File: config.mk
export PLATFORM = sky130hd
export DESIGN_NAME = console_register_panel
export DESIGN_NICKNAME = d
export VERILOG_FILES = /design/src/rtl/console_pkg.sv /design/src/rtl/disp_if.sv /design/src/rtl/octal_lamp_driver.sv /design/src/rtl/console_register_panel.sv
export SDC_FILE = /design/constraint.sdc
export NUM_CORES = 1
export LEC_CHECK = 0
export ABC_CLOCK_PERIOD_IN_PS = 5800
export BUFFER_PORTS_ARGS = -buffer_cell sky130_fd_sc_hd__buf_2
export CAP_MARGIN = 5
export CORE_AREA = 2 2 233 235
export CTS_BUF_LIST = sky130_fd_sc_hd__clkbuf_8
export CTS_CLUSTER_SIZE = 12
export DETAILED_ROUTE_END_ITERATION = 8
export DIE_AREA = 0 0 235 237
export PLACE_DENSITY = 0.47
export SLEW_MARGIN = 10
export SYNTH_ARGS = -nofsm -noshare
export SYNTH_HDL_FRONTEND = slang
export SYNTH_SLANG_ARGS = --single-unit
File: constraint.sdc
create_clock -name mclk -period 5.8 [get_ports mclk]
set_input_delay 0.29 -clock mclk [delete_from_list [all_inputs] [get_ports mclk]]
set_output_delay 0.29 -clock mclk [all_outputs]
set_load 0.005 [all_outputs]
File: src/rtl/console_pkg.sv
// Console panel package: APB register map, fields, codes, timing.
// Assumes a single 200 MHz clock and octal function codes of six bits.
package console_pkg;
  // APB byte offsets
  localparam logic [11:0] OFF_CTRL = 12'h000;
  localparam logic [11:0] OFF_STATUS = 12'h004;
  localparam logic [11:0] OFF_DSEL = 12'h008;
  localparam logic [11:0] OFF_DVAL = 12'h00c;
  // Control fields (commands are write pulses)
  localparam int CTL_START_POS = 0;
  localparam int CTL_STEP_POS = 1;
  localparam int CTL_MCLR_POS = 2;
  localparam int CTL_CLRFLT_POS = 3;
  localparam int CTL_BPEN_POS = 4;
  localparam logic CTL_BPEN_RST = 1'b1;
  // Status fields
  localparam int ST_HALT_POS = 0;
  localparam int ST_CAUSE_POS = 1;
  localparam int ST_ARITH_POS = 4;
  localparam int ST_ODD_POS = 8;
  localparam int ST_EVEN_POS = 9;
  localparam int ST_DEEP_POS = 10;
  // Arithmetic fault bit order
  localparam int FLT_DIV = 0;
  localparam int FLT_SHIFT = 1;
  localparam int FLT_OVF = 2;
  localparam int FLT_EXP = 3;
  // Function codes (octal)
  localparam logic [5:0] ILL_LO_OP = 6'h00;
  localparam logic [5:0] ILL_HI_OP = 6'h3f;
  localparam logic [5:0] SEL_STOP_OP = 6'h3e;
  // Arithmetic limits
  localparam logic [11:0] SHIFT_MAX = 12'h07f;
  localparam logic [11:0] EXP_LIMIT = 12'h400;
  // Timing
  localparam int CLK_MHZ = 200;
  localparam int STEP_LIMIT_US = 1000;
  localparam int STEP_LIMIT_CYC = STEP_LIMIT_US * CLK_MHZ;
  // Run control states, Gray along halt-run and halt-step
  typedef enum logic [1:0] {
    HALTED = 2'h0,
    RUNNING = 2'h1,
    STEPPING = 2'h2
  } run_state_t;
  typedef enum logic [2:0] {
    CAUSE_NONE = 3'h0,
    CAUSE_ILLEGAL = 3'h1,
    CAUSE_SELSTOP = 3'h2,
    CAUSE_BREAK = 3'h3,
    CAUSE_STEP = 3'h4,
    CAUSE_MCLR = 3'h5
  } halt_cause_t;
endpackage : console_pkg

File: src/rtl/disp_if.sv
// Carrier between panel control and the octal lamp driver.
// Assumes both ends run on the same clock.
`timescale 1ns/1ps
`default_nettype none
interface disp_if #(parameter int NREG = 4, parameter int REG_W = 24);
  localparam int ND = (REG_W + 2) / 3;
  logic [NREG-1:0][REG_W-1:0] value;
  logic halted;
  logic [NREG-1:0][ND-1:0][2:0] digit;
  logic blank;
  modport drv(input value, input halted, output digit, output blank);
  modport user(output value, output halted, input digit, input blank);
endinterface : disp_if
`default_nettype wire

File: src/rtl/octal_lamp_driver.sv
// Octal lamp driver: three bits per digit, one register stage, blank while running.
// Assumes register values are stable whenever the machine is halted.
`timescale 1ns/1ps
`default_nettype none
module octal_lamp_driver #(parameter int NREG = 4, parameter int REG_W = 24) (
  input wire logic mclk,
  input wire logic nrst,
  disp_if.drv d
);
  localparam int ND = (REG_W + 2) / 3;
  typedef struct packed {
    logic [NREG-1:0][ND-1:0][2:0] digit;
    logic blank;
  } lamp_state_t;
  lamp_state_t q, n;

  always_comb begin
    n = q;
    n.blank = ~d.halted;
    for (int r = 0; r < NREG; r++) begin
      for (int i = 0; i < ND; i++) begin
        for (int b = 0; b < 3; b++) begin
          if (3 * i + b < REG_W) begin
            n.digit[r][i][b] = d.halted & d.value[r][3*i+b];
          end else begin
            n.digit[r][i][b] = 1'b0;
          end
        end
      end
    end
  end

  always_ff @(posedge mclk or negedge nrst) begin
    if (!nrst) begin
      q <= '{digit: '0, blank: 1'b1};
    end else begin
      q <= n;
    end
  end

  assign d.digit = q.digit;
  assign d.blank = q.blank;
endmodule : octal_lamp_driver
`default_nettype wire

File: src/rtl/console_register_panel.sv
// Operator console panel: register forcing, octal display, stop control, lights.
// Assumes processor handshakes are synchronous to mclk; APB slave, no wait states.
//
// The implementer's own choices: register access over APB and the address map.
`timescale 1ns/1ps
`default_nettype none
module console_register_panel #(
  parameter int NREG = 4,
  parameter int REG_W = 24,
  parameter int STEP_LIMIT_CYC = console_pkg::STEP_LIMIT_CYC
) (
  input wire logic mclk,
  input wire logic nrst,
  input wire logic psel,
  input wire logic penable,
  input wire logic pwrite,
  input wire logic [11:0] paddr,
  input wire logic [31:0] pwdata,
  output logic [31:0] prdata,
  output logic pready,
  output logic pslverr,
  input wire logic start_sw,
  input wire logic step_sw,
  input wire logic clear_sw,
  input wire logic [2:0] sel_stop_sw,
  input wire logic [14:0] bp_sw,
  input wire logic mode_sweep,
  input wire logic [NREG-1:0][REG_W-1:0] set_btn,
  input wire logic [NREG-1:0] clr_btn,
  input wire logic [NREG-1:0][REG_W-1:0] reg_val,
  input wire logic op_issue,
  input wire logic [5:0] op_code,
  input wire logic [2:0] op_desig,
  input wire logic upper_instr,
  input wire logic [14:0] prog_addr,
  input wire logic op_done,
  input wire logic buf_pending,
  input wire logic lower_shown,
  input wire logic int_routine,
  input wire logic int_request,
  input wire logic [2:0] chan_in_busy,
  input wire logic [2:0] chan_out_busy,
  input wire logic reader_at_load,
  input wire logic reader_buf,
  input wire logic punch_low,
  input wire logic odd_seq_fault,
  input wire logic even_seq_fault,
  input wire logic div_bad,
  input wire logic shift_issue,
  input wire logic [11:0] shift_cnt,
  input wire logic addsub_ovf,
  input wire logic fp_done,
  input wire logic [11:0] fp_exp,
  output logic exec_ok,
  output logic run_en,
  output logic mclr_out,
  output logic [NREG-1:0][REG_W-1:0] force_set,
  output logic [NREG-1:0] force_clr,
  output logic odd_bank_inop,
  output logic even_bank_inop,
  output logic [NREG-1:0][(REG_W+2)/3-1:0][2:0] digit_lamp,
  output logic digit_blank,
  output logic lockout_lamp,
  output logic int_req_lamp,
  output logic [5:0] chan_lamp,
  output logic reader_lamp,
  output logic punch_lamp,
  output logic odd_fault_lamp,
  output logic even_fault_lamp,
  output logic [3:0] arith_lamp,
  output logic deep_end_lamp,
  output logic lower_lamp,
  output logic [2:0] sweep_lamp
);
  localparam int CW = $clog2(STEP_LIMIT_CYC + 1);
  localparam int SW = (NREG > 1) ? $clog2(NREG) : 1;
  localparam int ND = (REG_W + 2) / 3;

  typedef struct packed {
    console_pkg::run_state_t st;
    console_pkg::halt_cause_t cause;
    logic issued;
    logic done_seen;
    logic [CW-1:0] step_cnt;
    logic deep_end;
    logic [3:0] arith;
    logic odd_f;
    logic even_f;
    logic bp_en;
    logic [SW-1:0] dsel;
    logic mclr;
    logic [NREG-1:0][REG_W-1:0] fset;
    logic [NREG-1:0] fclr;
    logic lockout;
    logic int_req;
    logic [5:0] chan;
    logic reader;
    logic punch;
    logic lower;
    logic [2:0] sweep;
  } panel_state_t;

  panel_state_t q, d;
  disp_if #(.NREG(NREG), .REG_W(REG_W)) dbus ();

  function automatic console_pkg::halt_cause_t stop_cause(
    input logic [5:0] code, input logic [2:0] b, input logic [2:0] ss, input logic bp_hit);
    stop_cause = console_pkg::CAUSE_NONE;
    if (code == console_pkg::ILL_LO_OP || code == console_pkg::ILL_HI_OP) begin
      stop_cause = console_pkg::CAUSE_ILLEGAL;
    end else if (code == console_pkg::SEL_STOP_OP && b[1:0] != 2'h0 && ss[b[1:0] - 2'h1]) begin
      stop_cause = console_pkg::CAUSE_SELSTOP;
    end else if (bp_hit) begin
      stop_cause = console_pkg::CAUSE_BREAK;
    end
  endfunction : stop_cause

  logic apb_wr;
  logic ctl_wr;
  logic start_go;
  logic step_go;
  logic mclr_go;
  logic clrflt_go;
  logic bp_hit;
  logic may_issue;
  logic [3:0] arith_set;
  console_pkg::halt_cause_t cause_now;

  assign apb_wr = psel & penable & pwrite;
  assign ctl_wr = apb_wr & (paddr == console_pkg::OFF_CTRL);
  assign start_go = start_sw | (ctl_wr & pwdata[console_pkg::CTL_START_POS]);
  assign step_go = step_sw | (ctl_wr & pwdata[console_pkg::CTL_STEP_POS]);
  assign mclr_go = clear_sw | (ctl_wr & pwdata[console_pkg::CTL_MCLR_POS]);
  assign clrflt_go = ctl_wr & pwdata[console_pkg::CTL_CLRFLT_POS];
  assign bp_hit = q.bp_en & upper_instr & (prog_addr == bp_sw);
  assign cause_now = stop_cause(op_code, op_desig, sel_stop_sw, bp_hit);
  assign may_issue = (q.st == console_pkg::RUNNING)
                   | ((q.st == console_pkg::STEPPING) & ~q.issued);
  assign exec_ok = op_issue & may_issue & ~mclr_go
                 & (cause_now == console_pkg::CAUSE_NONE);

  always_comb begin
    arith_set = '0;
    arith_set[console_pkg::FLT_DIV] = div_bad;
    arith_set[console_pkg::FLT_SHIFT] = shift_issue & (shift_cnt > console_pkg::SHIFT_MAX);
    arith_set[console_pkg::FLT_OVF] = addsub_ovf;
    arith_set[console_pkg::FLT_EXP] = fp_done & (fp_exp >= console_pkg::EXP_LIMIT);
  end

  always_comb begin
    d = q;
    d.mclr = 1'b0;
    d.fset = set_btn;
    d.fclr = clr_btn;
    d.lockout = int_routine;
    d.int_req = int_request;
    for (int c = 0; c < 3; c++) begin
      d.chan[2*c] = chan_in_busy[c];
      d.chan[2*c+1] = chan_out_busy[c];
    end
    d.reader = reader_at_load | reader_buf;
    d.punch = punch_low;
    d.lower = lower_shown;
    d.sweep = {3{mode_sweep}};
    d.arith = (q.arith & ~{4{clrflt_go | mclr_go}}) | arith_set;
    d.odd_f = (q.odd_f & ~mclr_go) | odd_seq_fault;
    d.even_f = (q.even_f & ~mclr_go) | even_seq_fault;
    if (ctl_wr) begin
      d.bp_en = pwdata[console_pkg::CTL_BPEN_POS];
    end
    if (apb_wr && paddr == console_pkg::OFF_DSEL) begin
      d.dsel = pwdata[SW-1:0];
    end
    case (q.st)
      console_pkg::HALTED: begin
        if (step_go) begin
          d.st = console_pkg::STEPPING;
          d.issued = 1'b0;
          d.done_seen = 1'b0;
          d.step_cnt = '0;
          d.deep_end = 1'b0;
          d.cause = console_pkg::CAUSE_NONE;
        end else if (start_go) begin
          d.st = console_pkg::RUNNING;
          d.cause = console_pkg::CAUSE_NONE;
        end
      end
      console_pkg::RUNNING: begin
        if (op_issue && cause_now != console_pkg::CAUSE_NONE) begin
          d.st = console_pkg::HALTED;
          d.cause = cause_now;
        end else if (step_go) begin
          d.st = console_pkg::STEPPING;
          d.issued = 1'b1;
          d.done_seen = 1'b0;
          d.step_cnt = '0;
          d.deep_end = 1'b0;
        end
      end
      console_pkg::STEPPING: begin
        if (q.step_cnt == CW'(STEP_LIMIT_CYC - 1)) begin
          d.deep_end = 1'b1;
        end else begin
          d.step_cnt = q.step_cnt + CW'(1);
        end
        if (op_issue && !q.issued) begin
          if (cause_now != console_pkg::CAUSE_NONE) begin
            d.st = console_pkg::HALTED;
            d.cause = cause_now;
          end else begin
            d.issued = 1'b1;
          end
        end else if (q.issued && (op_done || q.done_seen)) begin
          d.done_seen = 1'b1;
          if (!buf_pending) begin
            d.st = console_pkg::HALTED;
            d.cause = console_pkg::CAUSE_STEP;
          end
        end
      end
      default: begin
        d.st = console_pkg::HALTED;
      end
    endcase
    if (mclr_go) begin
      d.st = console_pkg::HALTED;
      d.cause = console_pkg::CAUSE_MCLR;
      d.mclr = 1'b1;
      d.fclr = '1;
      d.deep_end = 1'b0;
      d.issued = 1'b0;
      d.done_seen = 1'b0;
    end
  end

  always_ff @(posedge mclk or negedge nrst) begin
    if (!nrst) begin
      q <= '{st: console_pkg::HALTED, cause: console_pkg::CAUSE_NONE,
             bp_en: console_pkg::CTL_BPEN_RST, default: '0};
    end else begin
      q <= d;
    end
  end

  assign dbus.value = reg_val;
  assign dbus.halted = (q.st == console_pkg::HALTED);

  octal_lamp_driver #(.NREG(NREG), .REG_W(REG_W)) u_lamps (
    .mclk(mclk),
    .nrst(nrst),
    .d(dbus.drv)
  );

  // APB read side, zero wait states
  assign pready = 1'b1;
  assign pslverr = psel & penable & (paddr != console_pkg::OFF_CTRL)
                 & (paddr != console_pkg::OFF_STATUS) & (paddr != console_pkg::OFF_DSEL)
                 & (paddr != console_pkg::OFF_DVAL);

  always_comb begin
    prdata = 32'h0000_0000;
    case (paddr)
      console_pkg::OFF_CTRL: prdata[console_pkg::CTL_BPEN_POS] = q.bp_en;
      console_pkg::OFF_STATUS: begin
        prdata[console_pkg::ST_HALT_POS] = (q.st == console_pkg::HALTED);
        prdata[console_pkg::ST_CAUSE_POS +: 3] = q.cause;
        prdata[console_pkg::ST_ARITH_POS +: 4] = q.arith;
        prdata[console_pkg::ST_ODD_POS] = q.odd_f;
        prdata[console_pkg::ST_EVEN_POS] = q.even_f;
        prdata[console_pkg::ST_DEEP_POS] = q.deep_end;
      end
      console_pkg::OFF_DSEL: prdata[SW-1:0] = q.dsel;
      console_pkg::OFF_DVAL: prdata = 32'(dbus.digit[q.dsel]);
      default: prdata = 32'h0000_0000;
    endcase
  end

  assign run_en = may_issue;
  assign mclr_out = q.mclr;
  assign force_set = q.fset;
  assign force_clr = q.fclr;
  assign odd_bank_inop = q.odd_f;
  assign even_bank_inop = q.even_f;
  assign digit_lamp = dbus.digit;
  assign digit_blank = dbus.blank;
  assign lockout_lamp = q.lockout;
  assign int_req_lamp = q.int_req;
  assign chan_lamp = q.chan;
  assign reader_lamp = q.reader;
  assign punch_lamp = q.punch;
  assign odd_fault_lamp = q.odd_f;
  assign even_fault_lamp = q.even_f;
  assign arith_lamp = q.arith;
  assign deep_end_lamp = q.deep_end;
  assign lower_lamp = q.lower;
  assign sweep_lamp = q.sweep;
endmodule : console_register_panel
`default_nettype wire

=== After elaboration in Yosys (flattened, before gate mapping) ===
Cells that the tools add are included.

* Output and inout bits: 257
* Memory bits (read-only): 0
* Logic and storage cells: 284
* RAM bits: 0
* Bits in latches: 0
* Bits in registers: 245
* Memories: 0
* Bits of input ports: 337

* $mul: 0
* Reduce and logical (&&, ||, !) cells: 24
* Bitwise operators: 131
* Magnitude comparators: 4
* Add/sub/neg operators: 2
* Muxes and demuxes: 36
* Shift operators: 0
* Eq/ne operators: 30
* Div/mod/pow operators: 0

{| class="wikitable"
|+ Operator list
! kind !! number
|-
| bitwise AND 1 bit || 117
|-
| case mux 24 bit (3 select lines) || 1
|-
| 2-to-1 mux 21 bit || 3
|-
| binary-select mux 24 bit (select 2 bit) || 1
|-
| 2-to-1 mux 5 bit || 6
|-
| equality test 12 x 4 -> 1 bit, second input constant || 2
|-
| 2-to-1 mux 24 bit || 1
|-
| != test 12 x 4 -> 1 bit, second input constant || 2
|-
| adder 18 x 1 -> 18 bit, second input constant || 1
|-
| equality test 18 bit, second input constant || 1
|-
| 2-to-1 mux 18 bit || 1
|-
| AND reduction 6 bit || 3
|-
| equality test 15 bit || 1
|-
| != test 3 bit, second input constant || 5
|-
| AND reduction 5 bit || 3
|-
| 2-to-1 mux 13 bit || 1
|-
| equality test 12 x 3 -> 1 bit, second input constant || 1
|-
| equality test 6 bit, second input constant || 2
|-
| >= comparator 12 x 11 -> 1 bit, second input constant || 1
|-
| > comparator 12 x 7 -> 1 bit, second input constant || 1
|-
| logical NOT 12 bit || 1
|-
| != test 12 x 3 -> 1 bit, second input constant || 1
|-
| != test 3 x 2 -> 1 bit, second input constant || 4
|-
| case mux 2 bit (3 select lines) || 2
|-
| 32 further kinds || 65
|}

=== Logic depth before layout (Yosys ltp) ===
Gate-level depths: netlist of the first run.

* Depth after elaboration: 11
* Gate-level depth with buffers: 11
* Mapped depth without buffers: 9

=== Cells and area by module ===
A second synthesis of the first run with hierarchy kept.

* Cells, all modules: 812
* Area, all modules: 10236.1 um2

{| class="wikitable"
|+ By module, submodules not included
! module !! cells an instance !! seq. area each (um2) !! area each (um2) !! times used
|-
| console_register_panel || 608 || 3704.8 || 7128.1 || 1
|-
| octal_lamp_driver || 204 || 2428.6 || 3108.0 || 1
|}

=== Worst setup path before layout of the first run ===
OpenSTA, ideal clock, no wires.

* Path kind: input to register
* Start: in op_desig[0]
* End: reg q[148] in the netlist's numbering
* Setup time: 128 ps
* Required time: 5672 ps
* Path slack: 3468 ps
* Arrival: 2205 ps
* Stages on the path: 9
* Path buffers: 0
* Cell sequence: inv_1 > ha_1 > a21oi_1 > or3_1 > or3_1 > a31oi_1 > nor2_1 > a31oi_1 > mux2_1

* Cells in the longest elaborated chain, start to end: 11
* Elaborated cells between the ends (all ways): 16
* Classes of those cells: 1 x add/sub; 2 x eq/ne; 7 x mux; 6 x reduce/logical

{| class="wikitable"
|+ Ends and longest elaborated chain
! what !! RTL line !! source
|-
| from (decl) || console_register_panel.sv:33 || <nowiki>input wire logic [2:0] op_desig,</nowiki>
|-
| subtractor 2 x 1 -> 2 bit || console_register_panel.sv:111 || <nowiki>end else if (code == console_pkg::SEL_STOP_OP && b[1:0] != 2'h0 && ss[b[1:0] - 2'h1]) begin</nowiki>
|-
| binary-select mux 1 bit (select 2 bit) || console_register_panel.sv:111 ||
|-
| 2-to-1 mux 1 bit (not written as such) || console_register_panel.sv:111 ||
|-
| logical AND 1 bit * || console_register_panel.sv:111 ||
|-
| 2-to-1 mux 2 bit * || console_register_panel.sv:111 ||
|-
| 2-to-1 mux 3 bit * || console_register_panel.sv:109 || <nowiki>if (code == console_pkg::ILL_LO_OP || code == console_pkg::ILL_HI_OP) begin</nowiki>
|-
| nonzero test 3 bit * || console_register_panel.sv:189, console_register_panel.sv:207 ||
|-
| logical AND 1 bit || console_register_panel.sv:189 || <nowiki>if (op_issue && cause_now != console_pkg::CAUSE_NONE) begin</nowiki>
|-
| 2-to-1 mux 2 bit || console_register_panel.sv:189 ||
|-
| case mux 2 bit (3 select lines) || console_register_panel.sv:174 || <nowiki>case (q.st)</nowiki>
|-
| 2-to-1 mux 7 bit || console_register_panel.sv:225 || <nowiki>if (mclr_go) begin</nowiki>
|-
| to (signal assigned) || console_register_panel.sv:238 || <nowiki>q <= '{st: console_pkg::HALTED, cause: console_pkg::CAUSE_NONE,</nowiki>
|-
| to (decl) || console_register_panel.sv:103 || <nowiki>panel_state_t q, d;</nowiki>
|}

Mark *: on every way between the ends. The rest lies on a longest branch, timed or not. The select of a mux whose other input is x is not followed.
A chain may end at the register's enable or synchronous reset.

=== Worst setup path after layout of the first run ===
* Start: reg q[115] in the netlist's numbering
* End: out prdata[0]

* Cells in the longest elaborated chain, start to end: 3

{| class="wikitable"
|+ Ends and longest elaborated chain
! what !! RTL line !! source
|-
| binary-select mux 24 bit (select 2 bit) || console_register_panel.sv:273 || <nowiki>console_pkg::OFF_DVAL: prdata = 32'(dbus.digit[q.dsel]);</nowiki>
|-
| 2-to-1 mux 24 bit (not written as such) || console_register_panel.sv:273 ||
|-
| case mux 2 bit (3 select lines) * || console_register_panel.sv:262 || <nowiki>case (paddr)</nowiki>
|-
| to (decl) || console_register_panel.sv:19 || <nowiki>output logic [31:0] prdata,</nowiki>
|}

Marked as above.

==> out/metrics.csv, run 1 <==
metric;value;unit
status;completed;
wl_per_cell;16.3;um
n_fill_cell;5474;
synth_seq_cells;245;
critical_path_class;flip-flop to primary output;
die_area;55700;sq um
grt_overflow;0;
fmax;0.296;GHz
portBuffers;539;
ys.flop_type;dfrtp_1;
start_kind;flip-flop;
synth_top_family_by_area;simple AND/OR/NAND/NOR gates;
postRouteAntennaNets;0;
cts_tree;built;
first_global_vias;9152;
nets;1803;
power_frac_seq;44.0;%
yosys.area_share.adder;0.871;%
clkSlewWorstSetupHoldPaths;60;ps
final_max_slew_viol_count;0;
die_h;237;um
rows;85;
fp.coreArea;53300;sq um
switching_share;28.3;%
vias_per_cell;3.81;
skew;12.8;ps
fin_hold_ws;68.5;ps
cts_resized;0;
drtIter0Drc;330;
clock_path_buffers;3;
max-vdd-ir-drop;165;uV
dp_hpwl;25600;um
synthSimpleGateAreaFrac;12.9;%
cts-buffers-inserted;47;
end_kind;primary output;
grt_usage;12.6;%
p_int;3.28;mW
grt_start_max_net_pins;145;
p_switching;1.29;mW
synth.distinct_cells;54;
hp-class;primary input to flip-flop;
crit_fanout;16;
final_core_util;29.7;%
avgSynthCellArea;12.7;sq um
fin_tns_setup;0;ps
drv_cap;0;
finalCritPeriodShare;58.2;%
finalSetupViolCount;0;
synth-async-reset-ratio;100;%
synth_edf_count;0;
synth-compound-area-share;5.64;%
slew_headroom;39.1;%
start_util;18.9;%
synth_warnings;0;
p_leak;7.75;nW
combPwrFrac;19.2;%
gp_congestion;0.792;
antenna_found_initial;9;
grt_pass1_wl;54000;um
power_density;289;nW/um^2
flow.area_growth_from_synthesis;57.4;%
h-tree-depth;2;
critPathRequiredTime;5510;ps
final_layout_size_suffix_gt1_share;43.9;%
worst_pin_slew;913;ps
totalWireLength;35700;um
synth_xor_area_share;1.31;%
die_w;235;um
cts.sinks;245;
worstRegToRegCells;7;
clockPowerShare;36.7;%
drt_pass1_iterations;4;
rsz0062_at_grt;false;
synthMuxAreaShare;7.05;%
syn_area;10100;sq um
ys_seq_area_share;61.0;%
clk_latency;590;ps
vias;8334;
final.min_clock_period;3380;ps
arrival;3090;ps
root_buffer;clkbuf_8;
hold-path-cell-count;4;
syn_inst;789;
pin_count;594;
hold_viol;0;
drc;0;
[synth_stat cells (6+ instances only)]
library cell | n | area share [%]
xor2_1 | 15 | 1.3
mux4_2 | 24 | 5.4
ha_1 | 7 | 0.87
nor3_1 | 6 | 0.30
and3_1 | 16 | 1.0
a31oi_1 | 10 | 0.62
a21o_1 | 7 | 0.52
clkbuf_1 | 23 | 0.86
nand3_1 | 17 | 0.85
inv_1 | 14 | 0.52
buf_4 | 124 | 9.3
and2_1 | 96 | 6.0
nand2b_1 | 6 | 0.37
nor2_1 | 26 | 0.97
a21oi_1 | 9 | 0.45
o21ai_0 | 26 | 1.3
mux2i_1 | 10 | 1.0
nand2_1 | 27 | 1.0
o31ai_1 | 9 | 0.67
dfrtp_1 | 243 | 60
[per-stage QoR]
step                      setup slack, ps  power [mW]  cell area, sq um  std cells
after detailed placement             2450        2.82             12600       1880
after global routing                 2110        4.86             15800       2185
after floorplan                      3470        2.40             10100        796
after CTS                            2200        4.69             15800       2185
final                                2420        4.57             15800       2187
after global placement               2470        2.81             12600       1880
[power by group through the flow]
stage	Sequential, mW	Combinational [mW]	Clock (mW)
after floorplan	2.02	0.379	0
after global routing	2.03	0.976	1.85
after CTS	2.02	0.898	1.78
after detailed placement	2.04	0.773	0
after global placement	2.04	0.768	0
final	2.01	0.879	1.68
[worst max-delay path, stage by stage, from the launching register on]
cell and delay (ps):
dfrtp_2 800, buf_4 390, mux4_2 580, nand2_1 150, o21ai_0 120, a22oi_1 220, nor2_1 60, buf_2 150
[state kept, by name (all words and copies together), names as in the netlist]
name             count
arith_lamp           4
reader_lamp          1
deep_end_lamp        1
force_set           96
mclr_out             1
int_req_lamp         1
odd_bank_inop        1
punch_lamp           1
chan_lamp            6
lockout_lamp         1
even_bank_inop       1
force_clr            4
u_lamps.d.digit     96
u_lamps.d.blank      1
q                   28
lower_lamp           1
sweep_lamp           1
[per-layer routing]
| metal | global-route usage [%] | routed length, um |
|---|---|---|
| met1 | 14.9 | 14200 |
| met2 | 21.5 | 17800 |
| met3 | 4.01 | 2650 |
| met4 | 4.47 | 999 |
| met5 | 0 | 40 |
[cell families after synthesis]
kind of cell / count (synthesis)
and+or+nand+nor: 226
DFF: 245
AOI/OAI and AO/OA: 84
adders and majority gates: 7
xor gates and xnor gates: 15
other: 2
muxes: 40
buffers and inverters: 170
[worst paths after layout]
check | startpoint | to | slack, ps
worst max-delay path | q[115]$_DFFE_PN0P_ | prdata[0] | 2420
worst max register to register | q[117]$_DFFE_PN1N_ | q[139]$_DFFE_PN0P_ | 2810
max in group asynchronous | nrst | u_lamps.d.digit[71]$_DFF_PN0_ | 4130
worst min register to register | q[136]$_DFFE_PN0P_ | q[136]$_DFFE_PN0P_ | 480
min in group asynchronous | nrst | force_set[78]$_DFF_PN0_ | 290
worst min-delay path | pwdata[3] | arith_lamp[3]$_DFF_PN0_ | 70
[layout by cell type, fill, tap and decap left out, types with 15 or more instances in the layout]
cell type and n:
buf_2 538, dfrtp_1 241, dlygate4sd3_1 226, and2_1 96, clkbuf_8 59, inv_1 27
nand2_1 27, nor2_1 26, o21ai_0 26, mux4_2 24, nand3_1 17, and3_1 16
xor2_1 15
[layout make-up]
| cell class | count | area [sq um] | area share, % |
|---|---|---|---|
| diodes | 2 | 5.00 | 0.0316 |
| clock buffers | 59 | 812 | 5.13 |
| multi-input cells | 381 | 2830 | 17.9 |
| repair buffers | 769 | 5010 | 31.7 |
| clock inverters | 20 | 97.6 | 0.617 |
| well taps | 696 | 871 | 5.50 |
| inverters | 15 | 56.3 | 0.356 |
| flip-flops and latches | 245 | 6140 | 38.8 |
[timing repair]
action | 4_1_cts | 5_1_grt
hold buffers | 226 | 0
buffers inserted | 0 | 0
hold endpoints to repair | 316 | 0
No activity file was read; power rests on OpenSTA's default activity.
==> run 2, diff against run 1 <==
--- a/config.mk
+++ b/config.mk
@@ -5,7 +5,7 @@
 export SDC_FILE = /design/constraint.sdc
 export NUM_CORES = 1
 export LEC_CHECK = 0
-export ABC_CLOCK_PERIOD_IN_PS = 5800
+export ABC_CLOCK_PERIOD_IN_PS = 2870
 export BUFFER_PORTS_ARGS = -buffer_cell sky130_fd_sc_hd__buf_2
 export CAP_MARGIN = 5
 export CORE_AREA = 2 2 233 235
@@ -13,7 +13,7 @@
 export CTS_CLUSTER_SIZE = 12
 export DETAILED_ROUTE_END_ITERATION = 8
 export DIE_AREA = 0 0 235 237
-export PLACE_DENSITY = 0.47
+export PLACE_DENSITY = 0.49
 export SLEW_MARGIN = 10
 export SYNTH_ARGS = -nofsm -noshare
 export SYNTH_HDL_FRONTEND = slang
==> constraint.sdc (replaced) <==
create_clock -name mclk -period 2.87 [get_ports mclk]
set_input_delay 0.1435 -clock mclk [delete_from_list [all_inputs] [get_ports mclk]]
set_output_delay 0.1435 -clock mclk [all_outputs]
set_load 0.005 [all_outputs]
==> run 2 against run 1 <==
Against the previous run:
- combinational power increased by 110%
- power increased by 100%
- register-to-register slack got worse by 2600 ps
- wire length grew 2.1%
- non-clock buffer count increased by 24
- first-iteration DRC count down 21%
- critical endpoint is now prdata[4]
- largest cell class unchanged
==> out/metrics.csv, run 2 (synthesis gave the netlist of run 1 again) <==
metric;value;unit;change
status;completed;;
grt_pass1_wl;55000;um;+1.8%
finalCritPeriodShare;93.6;%;
power_frac_seq;44.0;%;about the same
worst_pin_slew;700;ps;-213 ps
critPathRequiredTime;2730;ps;-2780 ps
rrSetupSlack;260;ps;-2550 ps
power_density;576;nW/um^2;+99%
final_max_slew_viol_count;0;;unchanged
clk_latency;590;ps;about the same
h-tree-depth;2;;unchanged
power;9.25;mW;+100%
p_switching;2.60;mW;+100%
hp-class;primary input to flip-flop;;
wl_met1;14400;um;+1.1%
fin_hold_ws;88.7;ps;+20.2 ps
gp_congestion;0.771;;-2.7%
multi_input_area;2830;sq um;about the same
combPwrFrac;19.8;%;+0.6 points
grt_overflow;0;;unchanged
layout_common_cells;538 x buf_2, 242 x dfrtp_1, 233 x dlygate4sd3_1, 96 x and2_1, 56 x clkbuf_8;;
cts_setup_buffers;0;;unchanged
r2r-start;q[117]$_DFFE_PN1N_;;
vias;8517;;+2.2%
start_kind;flip-flop;;
hold_viol;0;;unchanged
die_w;235;um;unchanged
n_fill_cell;5462;;-0.22%
fmax;0.372;GHz;
rows;85;;unchanged
cts_tree;built;;
totalWireLength;36400;um;+2.1%
nets;1825;;+1.2%
skew;19.1;ps;+6.35 ps
final_cells;2215;;+1.3%
root_buffer;clkbuf_8;;
arrival;2540;ps;-550 ps
fin_tns_setup;0;ps;unchanged
portBuffers;539;;unchanged
clkSlewWorstSetupHoldPaths;60;ps;about the same
pin_count;594;;unchanged
wl_met2;18300;um;+3.0%
dp_cells;1897;;+0.90%
final_area;16000;sq um;+1.4%
wl_met3;2720;um;+2.7%
drtIter0Drc;262;;-21%
dp_hpwl;25800;um;+0.83%
max-vdd-ir-drop;332;uV;+100%
first_global_vias;9486;;+3.6%
postRouteAntennaNets;0;;unchanged
vias_per_cell;3.85;;+0.90%
drc;0;;unchanged
clockPowerShare;36.2;%;-0.5 points
final_layout_size_suffix_gt1_share;44.1;%;+0.27 points
worstRegToRegCells;8;;+1
drt_pass1_iterations;4;;unchanged
wl_per_cell;16.5;um;+0.85%
clock_path_buffers;3;;unchanged
flow.area_growth_from_synthesis;59.7;%;
finalSetupViolCount;0;;unchanged
die_area;55700;sq um;unchanged
postPlaceCellArea;12800;sq um;+1.2%
p_int;6.66;mW;+100%
start_util;18.9;%;unchanged
layout_commonest_cell;buf_2;;
drv_cap;0;;unchanged
grt_usage;12.9;%;+0.28 points
cts.sinks;245;;unchanged
p_leak;7.87;nW;+1.5%
rsz0062_at_grt;false;;
fp.coreArea;53300;sq um;unchanged
die_h;237;um;unchanged
crit_path_start;q[115]$_DFFE_PN0P_;;
end_kind;primary output;;
final.min_clock_period;2690;ps;
switching_share;28.1;%;-0.22 points
grt_start_max_net_pins;83;;-43%
crit_fanout;14;;-2
antenna_found_initial;8;;-1
cts-buffers-inserted;45;;-4.3%
critical_path_class;flip-flop to primary output;;
crit_end;prdata[4];;
slew_headroom;53.3;%;+14 points
rr_endpoint;q[143]$_DFFE_PN0P_;;
highest_layer;met5;;
seq_area;6140;sq um;about the same
==> run 2: changes by cell type in the layout (fill, tap and decap cells not counted), sizes merged, moves of 2 or more <==
cell / change
diode: +3
clkbuf: -3
clkinvlp: +2
buf: +17
dlygate4sd3: +7
==> run 2: worst min-delay path by stage <==
| stage | startpoint | cells past startpoint | to |
|---|---|---|---|
| 2_1_floorplan | nrst | 0 | arith_lamp[0]$_DFF_PN0_ |
| 3_3_place_gp | nrst | 1 | chan_lamp[1]$_DFF_PN0_ |
| 3_5_place_dp | nrst | 1 | force_set[39]$_DFF_PN0_ |
| 4_1_cts | pwdata[2] | 4 | q[146]$_DFFE_PN0P_ |
| 5_1_grt | step_sw | 4 | q[148]$_DFFE_PN0P_ |
| 6_report | pwdata[2] | 4 | q[146]$_DFFE_PN0P_ |
==> run 2: what timing repair did <==
| action | 4_1_cts | 5_1_grt |
|---|---|---|
| hold buffers | 233 | 0 |
| hold endpoints to repair | 298 | 0 |
| endpoints found under the setup margin | 15 | 3 |
| resized for setup | 1 | 2 |
==> run 2: worst max-delay path, cell delays in order (launching register included) <==
cell and delay (ps):
dfrtp_4 630, mux4_2 620, mux2_2 290, a22oi_1 190, nor2_1 60, buf_2 140
==> run 2: power by group through the flow <==
stage          sequential [mW]  clock (mW)  combinational, mW
5_1_grt                   4.11        3.67               2.03
2_1_floorplan             4.09           0              0.767
3_3_place_gp              4.12           0               1.59
4_1_cts                   4.08        3.52               1.85
6_report                  4.07        3.35               1.83
3_5_place_dp              4.14           0               1.59
==> run 2: layer usage <==
metal,up-vias,track usage [%]
met5,-,0
met4,6,4.79
met3,70,4.02
met2,353,22.3
met1,4153,14.9
li1,3935,-
==> run 2: cell type report <==
type,count,area share (%)
Sequential cell,245,38.2
Timing Repair Buffer,793,32.6
Multi-Input combinational cell,381,17.7
Tap cell,696,5.43
Antenna cell,5,0.0780
Inverter,15,0.351
Clock buffer,56,4.80
Clock inverter,24,0.811
==> run 2: through the flow <==
| step | setup WS [ps] | utilization, % |
|---|---|---|
| after floorplan | 684 | - |
| after global placement | 313 | 24.0 |
| after detailed placement | 306 | 24.0 |
| after CTS | 27.4 | 30.1 |
| after global routing | 54.2 | 30.1 |
| final | 184 | 30.1 |
